<file path="src/common/insn_decode_pkg.sv">
`default_nettype none
package insn_decode_pkg;

  // ************************************************************
  // Instruction word geometry
  // ************************************************************
  localparam int WORD_W = 14;
  localparam int FILE_W = 7;
  localparam int BITNUM_W = 3;
  localparam int LIT8_W = 8;
  localparam int LIT11_W = 11;
  localparam int FILE_LSB = 0;
  localparam int DEST_POS = 7;
  localparam int BITNUM_LSB = 7;
  localparam int LIT_LSB = 0;
  localparam int OP_TOP = 13;

  // ************************************************************
  // Timing
  // ************************************************************
  localparam int OSC_PER_CYCLE = 4;
  localparam logic [1:0] PHASE_LAST = 2'h3;
  localparam logic [1:0] CYCLES_ONE = 2'h1;
  localparam logic [1:0] CYCLES_TWO = 2'h2;
  localparam logic [13:0] RESET_WORD = 14'h0000;

  // ************************************************************
  // Enumerations
  // ************************************************************
  typedef enum logic [1:0]
  {
    FMT_BYTE = 2'h0,
    FMT_BIT = 2'h1,
    FMT_LIT = 2'h3,
    FMT_ABS = 2'h2
  } format_t;

  typedef enum logic [1:0]
  {
    PTR_PRE_INC = 2'h0,
    PTR_PRE_DEC = 2'h1,
    PTR_POST_INC = 2'h2,
    PTR_POST_DEC = 2'h3
  } pointer_mode_t;

  // Execution phases; one bit changes per step except ST_EXTRA to ST_IDLE
  typedef enum logic [1:0]
  {
    ST_IDLE = 2'h0,
    ST_EXEC = 2'h1,
    ST_EXTRA = 2'h3
  } exec_state_t;

endpackage : insn_decode_pkg
`default_nettype wire

</file>
<file path="src/rtl/instruction_word_decoder.sv">
`timescale 1ns/10ps
`default_nettype none

// What this block does
// - Accept each instruction as one 14-bit word with opcode and operands.
// - Default one instruction cycle; literal and accumulator calls take two.
// - Plain return, literal return and interrupt return take two cycles.
// - Jumps, relative branches, bit skips and skip-on-zero counts take two cycles.
// - Indirect access with pointer into program memory adds one cycle.
// - One instruction cycle spans four oscillator clocks.
// - Any file register operand is read before modify and store.
// - Destination bit 0 routes result to accumulator, 1 to file register.
// - File address is seven bits, selecting register 0 through 127.
// - Byte format: file in bits 6-0, destination bit 7, opcode above.
// - Bit format: bit number 9-7, file 6-0, opcode 13-10.
// - Literal format: 8-bit immediate 7-0, opcode 13-8.
// - Absolute call and jump: 11-bit target 10-0, opcode 13-11.
// - Don't-care encoding bits never change the decoded outcome.
// - Pointer number field selects pointer zero or one.
// - Pointer mode selects pre/post increment/decrement around access.
module instruction_word_decoder
(
  input wire logic sys_clk,
  input wire logic rst_n,
  input wire logic word_valid,
  input wire logic [13:0] instr_word,
  input wire logic pointer_num_in,
  input wire logic [1:0] pointer_mode_in,
  input wire logic ptr0_in_program,
  input wire logic ptr1_in_program,
  output logic word_ready,
  output insn_decode_pkg::format_t format_out,
  output logic [6:0] file_addr,
  output logic dest_is_file,
  output logic [2:0] bit_num,
  output logic [7:0] literal8,
  output logic [10:0] literal11,
  output logic pointer_num,
  output insn_decode_pkg::pointer_mode_t pointer_mode_field,
  output logic uses_file,
  output logic file_read_req,
  output logic file_write_req,
  output logic [1:0] cycle_count,
  output logic extra_cycle,
  output logic cycle_start,
  output logic [1:0] osc_phase,
  output logic insn_done
);
  import insn_decode_pkg::*;

  // ************************************************************
  // Decoding helpers
  // ************************************************************

  // Top bits classify the format; 11-bit targets use 3 opcode bits
  function automatic format_t classify(input logic [13:0] w);
    format_t f;
    f = FMT_BYTE;
    unique case (w[13:12])
      2'h0: f = FMT_BYTE;
      2'h1: f = FMT_BIT;
      2'h2: f = FMT_ABS;
      2'h3: f = FMT_LIT;
    endcase
    return f;
  endfunction : classify

  // Two-cycle instructions, decided from opcode bits only
  function automatic logic is_two_cycle(input logic [13:0] w);
    logic r;
    r = 1'b0;
    if (w[13:12] == 2'h2)
      r = 1'b1;
    else if (w[13:11] == 3'h3)
      r = 1'b1;
    else if (w[13:12] == 2'h0 && (w[11:8] == 4'hB || w[11:8] == 4'hF))
      r = 1'b1;
    else if (w[13:9] == 5'h19)
      r = 1'b1;
    else if (w[13:4] == 10'h000 && (w[3:0] == 4'h8 || w[3:0] == 4'h9 ||
             w[3:0] == 4'hA || w[3:0] == 4'hB || w[3:0] == 4'hE))
      r = 1'b1;
    else if (w[13:10] == 4'hD)
      r = 1'b1;
    return r;
  endfunction : is_two_cycle

  // Bit formats, and byte formats with bits 11-7 not all zero, name a file register
  function automatic logic names_file(input logic [13:0] w);
    return (w[13:12] == 2'h0 && w[11:7] != 5'h00) || w[13:12] == 2'h1;
  endfunction : names_file

  // Bit set and bit clear store the altered byte; the skips only test it
  function automatic logic is_bit_store(input logic [13:0] w);
    return w[13:11] == 3'h2;
  endfunction : is_bit_store

  // ************************************************************
  // Execution state and oscillator phase
  // ************************************************************
  exec_state_t state_reg;
  exec_state_t state_next;
  logic [1:0] phase_reg;
  logic [1:0] remain_reg;
  logic [13:0] word_reg;
  logic extra_reg;
  logic cycle_end;
  logic indirect_hit;
  logic indirect_sel_prog;

  assign cycle_end = (phase_reg == PHASE_LAST);
  assign word_ready = (state_reg == ST_IDLE) ||
                      (cycle_end && remain_reg == 2'h1 && state_reg != ST_EXEC) ||
                      (cycle_end && remain_reg == 2'h1 && !extra_reg);
  assign indirect_sel_prog = pointer_num_in ? ptr1_in_program : ptr0_in_program;
  assign indirect_hit = names_file(instr_word) && (instr_word[6:1] == 6'h00) &&
                        indirect_sel_prog;
  assign osc_phase = phase_reg;
  assign cycle_start = (state_reg != ST_IDLE) && (phase_reg == 2'h0);

  // Next state of the execution sequencer
  always_comb
  begin
    state_next = state_reg;
    unique case (state_reg)
      ST_IDLE:
        if (word_valid)
          state_next = ST_EXEC;
      ST_EXEC:
        if (cycle_end && remain_reg == 2'h1)
        begin
          if (extra_reg)
            state_next = ST_EXTRA;
          else if (!word_valid)
            state_next = ST_IDLE;
        end
      ST_EXTRA:
        if (cycle_end)
          state_next = word_valid ? ST_EXEC : ST_IDLE;
      default:
        state_next = ST_IDLE;
    endcase
  end

  // State register
  always_ff @(posedge sys_clk or negedge rst_n)
  begin
    if (!rst_n)
      state_reg <= ST_IDLE;
    else
      state_reg <= state_next;
  end

  // Four oscillator clocks per instruction cycle
  always_ff @(posedge sys_clk or negedge rst_n)
  begin
    if (!rst_n)
      phase_reg <= 2'h0;
    else if (state_reg == ST_IDLE && !word_valid)
      phase_reg <= 2'h0;
    else if (state_reg != ST_IDLE)
      phase_reg <= phase_reg + 2'h1;
  end

  // Instruction cycles left for the current word
  always_ff @(posedge sys_clk or negedge rst_n)
  begin
    if (!rst_n)
      remain_reg <= 2'h0;
    else if (word_valid && word_ready)
      remain_reg <= is_two_cycle(instr_word) ? CYCLES_TWO : CYCLES_ONE;
    else if (cycle_end && remain_reg > 2'h1)
      remain_reg <= remain_reg - 2'h1;
  end

  // Captured word and extra cycle flag
  always_ff @(posedge sys_clk or negedge rst_n)
  begin
    if (!rst_n)
    begin
      word_reg <= RESET_WORD;
      extra_reg <= 1'b0;
    end
    else if (word_valid && word_ready)
    begin
      word_reg <= instr_word;
      extra_reg <= indirect_hit;
    end
    else if (state_reg == ST_EXTRA && cycle_end)
      extra_reg <= 1'b0;
  end

  // ************************************************************
  // Field extraction
  // ************************************************************

  // Registered operand fields of the accepted word
  always_ff @(posedge sys_clk or negedge rst_n)
  begin
    if (!rst_n)
    begin
      format_out <= FMT_BYTE;
      file_addr <= 7'h00;
      dest_is_file <= 1'b0;
      bit_num <= 3'h0;
      literal8 <= 8'h00;
      literal11 <= 11'h000;
      pointer_num <= 1'b0;
      pointer_mode_field <= PTR_PRE_INC;
      uses_file <= 1'b0;
      cycle_count <= 2'h0;
    end
    else if (word_valid && word_ready)
    begin
      format_out <= classify(instr_word);
      file_addr <= instr_word[FILE_LSB +: FILE_W];
      dest_is_file <= instr_word[DEST_POS];
      bit_num <= instr_word[BITNUM_LSB +: BITNUM_W];
      literal8 <= instr_word[LIT_LSB +: LIT8_W];
      literal11 <= instr_word[LIT_LSB +: LIT11_W];
      pointer_num <= pointer_num_in;
      pointer_mode_field <= pointer_mode_t'(pointer_mode_in);
      uses_file <= names_file(instr_word);
      cycle_count <= is_two_cycle(instr_word) ? CYCLES_TWO : CYCLES_ONE;
    end
  end

  assign extra_cycle = extra_reg;

  // ************************************************************
  // Read-modify-write strobes
  // ************************************************************

  // Read in the second quarter, write back in the last
  always_ff @(posedge sys_clk or negedge rst_n)
  begin
    if (!rst_n)
    begin
      file_read_req <= 1'b0;
      file_write_req <= 1'b0;
    end
    else
    begin
      file_read_req <= uses_file && state_reg == ST_EXEC && phase_reg == 2'h0 &&
                       remain_reg == cycle_count;
      // Byte ops store per destination bit, bit ops unless they only test
      file_write_req <= uses_file && state_reg == ST_EXEC && phase_reg == 2'h2 &&
                        (format_out == FMT_BIT ? is_bit_store(word_reg) : dest_is_file) &&
                        remain_reg == cycle_count;
    end
  end

  // Instruction retires at the last quarter of its final cycle
  assign insn_done = cycle_end && ((state_reg == ST_EXTRA) ||
                     (state_reg == ST_EXEC && remain_reg == 2'h1 && !extra_reg));

  // ************************************************************
  // Checks
  // ************************************************************
  // Oscillator phase sequencing
  chk_phase_wrap: assert property (@(posedge sys_clk) disable iff (!rst_n)
    (state_reg != ST_IDLE && phase_reg == 2'h3) |=> phase_reg == 2'h0)
    else $error("phase did not wrap after four clocks");
  chk_start_phase: assert property (@(posedge sys_clk) disable iff (!rst_n)
    cycle_start |-> ##3 (cycle_end && state_reg != ST_IDLE))
    else $error("instruction cycle not four clocks long");
  chk_done_phase: assert property (@(posedge sys_clk) disable iff (!rst_n)
    insn_done |-> osc_phase == PHASE_LAST)
    else $error("instruction retired off the last quarter");
  chk_busy_refuse: assert property (@(posedge sys_clk) disable iff (!rst_n)
    (state_reg != ST_IDLE && !cycle_end) |-> !word_ready)
    else $error("word accepted in mid cycle");

  // Read-modify-write strobes
  chk_write_after_read: assert property (@(posedge sys_clk) disable iff (!rst_n)
    file_write_req |-> $past(file_read_req, 2))
    else $error("file write without earlier read");
  chk_read_uses_file: assert property (@(posedge sys_clk) disable iff (!rst_n)
    file_read_req |-> uses_file)
    else $error("read strobe for non-file instruction");
  chk_read_once: assert property (@(posedge sys_clk) disable iff (!rst_n)
    file_read_req |=> !file_read_req)
    else $error("read strobe longer than one clock");
  chk_write_dest_file: assert property (@(posedge sys_clk) disable iff (!rst_n)
    (file_write_req && format_out == FMT_BYTE) |-> dest_is_file)
    else $error("write strobe with accumulator destination");
  chk_byte_store: assert property (@(posedge sys_clk) disable iff (!rst_n)
    (file_read_req && format_out == FMT_BYTE && dest_is_file)
      |-> ##2 file_write_req)
    else $error("result for file destination not stored");
  chk_bit_store: assert property (@(posedge sys_clk) disable iff (!rst_n)
    (file_read_req && format_out == FMT_BIT && is_bit_store(word_reg))
      |-> ##2 file_write_req)
    else $error("bit operation result not stored");

  // Operand fields
  chk_file_field: assert property (@(posedge sys_clk) disable iff (!rst_n)
    (word_valid && word_ready) |=> file_addr == $past(instr_word[6:0]))
    else $error("file address not taken from low bits");
  chk_dest_field: assert property (@(posedge sys_clk) disable iff (!rst_n)
    (word_valid && word_ready) |=> dest_is_file == $past(instr_word[7]))
    else $error("destination bit not taken");
  chk_bit_field: assert property (@(posedge sys_clk) disable iff (!rst_n)
    (word_valid && word_ready) |=> bit_num == $past(instr_word[9:7]))
    else $error("bit number field wrong");
  chk_lit_fields: assert property (@(posedge sys_clk) disable iff (!rst_n)
    (word_valid && word_ready) |=> literal8 == $past(instr_word[7:0]) &&
      literal11 == $past(instr_word[10:0]))
    else $error("literal field wrong");
  chk_mode_pass: assert property (@(posedge sys_clk) disable iff (!rst_n)
    (word_valid && word_ready) |=> pointer_mode_field == $past(pointer_mode_in))
    else $error("pointer mode not decoded");

  // Cycle counts
  chk_call_two: assert property (@(posedge sys_clk) disable iff (!rst_n)
    (word_valid && word_ready && instr_word[13:11] == 3'h4) |=> cycle_count == 2'h2)
    else $error("call not two cycles");
  chk_return_two: assert property (@(posedge sys_clk) disable iff (!rst_n)
    (word_valid && word_ready && instr_word == 14'h0008) |=> cycle_count == 2'h2)
    else $error("return not two cycles");
  chk_goto_two: assert property (@(posedge sys_clk) disable iff (!rst_n)
    (word_valid && word_ready && instr_word[13:11] == 3'h5) |=> cycle_count == 2'h2)
    else $error("jump not two cycles");
  chk_skip_two: assert property (@(posedge sys_clk) disable iff (!rst_n)
    (word_valid && word_ready && instr_word[13:11] == 3'h3) |=> cycle_count == 2'h2)
    else $error("bit skip not two cycles");
  chk_extra_cycle: assert property (@(posedge sys_clk) disable iff (!rst_n)
    (state_reg == ST_EXEC && cycle_end && remain_reg == 2'h1 && extra_reg)
      |=> state_reg == ST_EXTRA [*4])
    else $error("extra cycle not spent");

  // Main scenarios
  cov_two_cycle: cover property (@(posedge sys_clk) disable iff (!rst_n)
    cycle_count == 2'h2 && insn_done);
  cov_extra: cover property (@(posedge sys_clk) disable iff (!rst_n)
    state_reg == ST_EXTRA);
  cov_rmw: cover property (@(posedge sys_clk) disable iff (!rst_n)
    file_read_req ##2 file_write_req);
  cov_back_to_back: cover property (@(posedge sys_clk) disable iff (!rst_n)
    insn_done && word_valid && word_ready);
  cov_bit_store: cover property (@(posedge sys_clk) disable iff (!rst_n)
    file_write_req && format_out == FMT_BIT);

endmodule : instruction_word_decoder
`default_nettype wire

</file>
<file path="config.mk">
export PLATFORM = sky130hd
export DESIGN_NAME = instruction_word_decoder
export DESIGN_NICKNAME = d
export VERILOG_FILES = /design/src/common/insn_decode_pkg.sv /design/src/rtl/instruction_word_decoder.sv
export SDC_FILE = /design/constraint.sdc
export NUM_CORES = 1
export LEC_CHECK = 0
export BUFFER_PORTS_ARGS = -buffer_cell sky130_fd_sc_hd__buf_2
export CAP_MARGIN = 20
export CORE_UTILIZATION = 50
export DETAILED_ROUTE_END_ITERATION = 8
export GPL_ROUTABILITY_DRIVEN = 0
export PLACE_DENSITY = 0.87
export SLEW_MARGIN = 0
export SYNTH_ARGS = -nofsm -noshare
export SYNTH_HDL_FRONTEND = slang
export SYNTH_SLANG_ARGS = --single-unit
</file>
<file path="constraint.sdc">
create_clock -name sys_clk -period 3.6 [get_ports sys_clk]
set_input_delay 1.08 -clock sys_clk [delete_from_list [all_inputs] [get_ports sys_clk]]
set_output_delay 1.08 -clock sys_clk [all_outputs]
set_load 0.1 [all_outputs]
</file>
==> summary by stage <==
Outcome
The run finished with clean final reports.

Synth
The number of enable flip-flop cells after synthesis is 0. The synthesized netlist devotes 11.2% of its cell area to compound gates. Among all flip-flop cells after synthesis, the most frequent one is sky130_fd_sc_hd__dfrtp_1. The average instance in the mapped netlist occupies 11.0 µm². Yosys printed 0 warnings.

The cell type with the largest total area after synthesis is sky130_fd_sc_hd__dfrtp_1. The share of synthesized cell area in full adder, half adder and majority cells is 2.83%. After synthesis, flip-flops and latches occupy 43.8% of the total area.

The total of flip-flops plus latches after synthesis is 31. Counting flops with an async set or reset pin after synthesis yields a share of 100%. The synthesized-area fraction occupied by xor and xnor cells is 1.49%. Synthesis produced 161 cells.

By area the synthesized netlist is led by sky130_fd_sc_hd__dfrtp_1, sky130_fd_sc_hd__buf_4, sky130_fd_sc_hd__mux2_2. Multiplexer cells account for between 10 and 15% of the synthesized area. The net count of the mapped netlist is 187. Of the total synthesized cell area, the portion taken by AND, OR, NAND and NOR gates is between 10% and 20%. The combinational family with the most area after synthesis is buffers and inverters.

The top cell type by area accounts for 43.8% of the synthesized area. The distinct cell type count after synthesis is 42. The synthesized netlist occupies a cell area of around 1800 µm².

STA
Static timing analysis puts the maximum clock frequency at approximately 340 MHz. The number of pins with negative max-slew slack in the final report is 0. The clock skew is 5.56 ps. The measured slew at the worst slew-check pin is 662 ps.

Measured against its own limit, the worst slew margin works out to between 50% and 60%. Setup repair after global routing left no endpoint under its margin. Counting I/O delays and the setup requirement, the final critical path takes 2910 ps. Setup violations remaining at the end of the flow were counted as 0. The setup TNS is 0 ps. Final hold analysis gives a worst-case slack of just over 500 ps. The share of the clock period used by the worst path after layout is 80.8%. The final hold violation count was 0.

Drt
The number of routed nets with antenna violations is 0. The average routed wire per standard cell is between 10 and 15 µm. In the routed layout, each cell is associated on average with a via count of 5.03.

The routed via count is approximately 1200. The count of routing violations after the opening detailed-route iteration is 37. The number of remaining DRC errors is 0. The detailed-routing iteration count for the pre-antenna-repair pass is 4.

The final layout contains routed wiring with a total length of 3.06 mm.

Cells and area
The number of flip-flops under the largest register name is 14. The area overhead of the layout relative to synthesis is 11.3%. The ratio of cells with drive above 1 in the final layout is 46.3%. The post-route cell area is between 1500 and 2000 µm². The final standard cell count with taps included and fillers excluded is 247. The net count reported at finish is 226.

The repair_antennas step left the layout with diodes totalling 0.

CTS
The post-CTS setup repair buffer count is 0. For the worst-skew pair, the clock arrives at the later sink with an insertion delay of 330 ps. TritonCTS built the clock tree. The H-tree was split into 2 levels.

The buffer depth of the longest clock path is 2. Hold repair after CTS inserted 0 buffers. Clock tree synthesis found a total of 31 sinks. The number of instances resized during post-cts repair is 0. Clock-pin slew was measured on the worst setup and hold paths at 90 ps. The root buffer cell is sky130_fd_sc_hd__clkbuf_4. The TritonCTS buffer count is 5.

Job
The number of max-capacitance violations reported is 0.

Worst setup path
Along the worst path, the maximum fanout reaches 7. The critical path in this run is classified as reg2out. The startpoint identified for the worst register-to-register timing path is remain_reg[1]$_DFFE_PN0P_. In this run the worst setup path begins at remain_reg[1]$_DFFE_PN0P_.

The sum of buffers and inverters on the critical path is 2. The worst setup path is launched from a register. Walking the worst path, the cells encountered are inv_1, ha_1, nand2_1, o22ai_4, buf_2. For the worst setup path, the data arrival time is 1830 ps. In this design, the largest share of critical-path delay is due to buffers and inverters. The worst setup path is captured at a primary output. The slowest stage of the critical path is the sky130_fd_sc_hd__buf_2 cell. For the worst setup path, the data required time is 2520 ps. On the worst path, the slowest cell contributes a delay of 480 ps.

Placement
Summed over all nets, the half-perimeter wirelength after detailed placement is ~2.3 mm. Summing all placed instances gives a cell area of 1900 µm². In this run, placement finished with an instance count of 239.

In this run the tool buffered the top-level ports with 67 buffer cells.

Die
The floorplan step defined a die boundary enclosing 3780 µm². The floorplan has 21 rows. The number of ports placed on the die boundary is 68.

The floorplan step set the die height to 61.5 µm. After floorplanning, the core was sized to cover 3360 µm². Once the floorplan was initialized, standard cells occupied 52.6% of the core.

The floorplan die width is slightly above 60 µm.

Global route
The largest net degree at the start of global routing is 32. Global routing finished with a remaining overflow of 0. The number of global-route vias before repair is 1061.

The first global-routing pass estimated 4.54 mm of wire. The initial antenna violation count is 0. For this run, the total global-route usage over all layers was measured as 17.2%.

Worst hold path
The type of the worst min-delay path is reg2reg. The source of the worst hold timing path is pointer_num$_DFFE_PN0P_.
[path summary, 6_finish.rpt]
kind                                                  end  slack (ps)  depth (start not counted)
worst max-delay path                           word_ready         690                          5
worst min-delay path              pointer_num$_DFFE_PN0P_         510                          1
worst max register to register    word_reg[5]$_DFFE_PN0P_        1660                          6
worst min register to register    pointer_num$_DFFE_PN0P_         510                          1
max in group asynchronous        word_reg[10]$_DFFE_PN0P_        2390                          1
min in group asynchronous       remain_reg[0]$_DFFE_PN0P_         780                          1
[cell families (layout without fill, tap and decap cells)]
| group | Yosys count | in the layout |
|---|---|---|
| XOR/XNOR | 3 | 3 |
| buffers and inverters | 43 | 83 |
| flip-flops | 31 | 31 |
| AND/OR/NAND/NOR | 34 | 34 |
| AO/OA/AOI/OAI | 24 | 24 |
| adder cells (fa/ha/maj) | 4 | 4 |
| multiplexers | 22 | 22 |
[cells in the final DEF (no fill, tap or decap), types with 3 or more instances in the layout]
master                     instances
sky130_fd_sc_hd__nor2_1            4
sky130_fd_sc_hd__nand2_1           7
sky130_fd_sc_hd__nand3_1           6
sky130_fd_sc_hd__nor2b_1           6
sky130_fd_sc_hd__mux2_2           14
sky130_fd_sc_hd__mux2_1            6
sky130_fd_sc_hd__ha_1              4
sky130_fd_sc_hd__buf_2            67
sky130_fd_sc_hd__dfrtp_1          31
sky130_fd_sc_hd__inv_1             8
sky130_fd_sc_hd__xor2_1            3
sky130_fd_sc_hd__clkbuf_4          5
sky130_fd_sc_hd__o21ai_0           5
[Yosys cell counts (2+ instances only)]
master / n
sky130_fd_sc_hd__inv_1: 8
sky130_fd_sc_hd__o31a_1: 2
sky130_fd_sc_hd__o211a_1: 2
sky130_fd_sc_hd__nor2b_1: 6
sky130_fd_sc_hd__nand3_1: 6
sky130_fd_sc_hd__o21ai_0: 5
sky130_fd_sc_hd__nor2_1: 4
sky130_fd_sc_hd__nor3_1: 2
sky130_fd_sc_hd__mux2_2: 14
sky130_fd_sc_hd__a21boi_0: 2
sky130_fd_sc_hd__nand2_1: 7
sky130_fd_sc_hd__mux2i_1: 2
sky130_fd_sc_hd__buf_4: 30
sky130_fd_sc_hd__dfrtp_1: 31
sky130_fd_sc_hd__buf_6: 2
sky130_fd_sc_hd__mux2_1: 6
sky130_fd_sc_hd__ha_1: 4
sky130_fd_sc_hd__buf_2: 2
sky130_fd_sc_hd__xor2_1: 3
[layer usage]
metal  vias to the layer above  part of all wire (%)  track usage (%)
met1                       576                    44             20.0
met3                         5                   6.9             6.30
met2                        57                    47             28.9
met5                         -                     0                0
li1                        604                     -                -
met4                         0                   1.6             6.67
[worst register-to-register path, stage by stage, from the launching register on]
cell                      delay (ps)
sky130_fd_sc_hd__dfrtp_1         420
sky130_fd_sc_hd__inv_1            80
sky130_fd_sc_hd__ha_1            220
sky130_fd_sc_hd__nand2_1         110
sky130_fd_sc_hd__o22ai_4         190
sky130_fd_sc_hd__nand2_2         370
sky130_fd_sc_hd__mux2_1          440
[through the flow]
stage          utilization (%)  setup WS (ps)
3_5_place_dp              56.5           1060
6_report                  58.6            691
2_1_floorplan                -           55.3
5_1_grt                   58.6            558
3_3_place_gp              56.5           1120
4_1_cts                   58.6            690
[final cells by class]
| type | instances | area, µm² |
|---|---|---|
| well taps | 46 | 57.6 |
| clock buffers | 8 | 68.8 |
| repair buffers | 67 | 335 |
| flip-flops and latches | 31 | 776 |
| multi-input cells | 87 | 702 |
| inverters | 8 | 30.0 |
| fillers | 312 | 1390 |
Power is left out: the tool's default activity adds up to more than one toggle a clock period on the data nets, which glitch-free logic cannot reach.
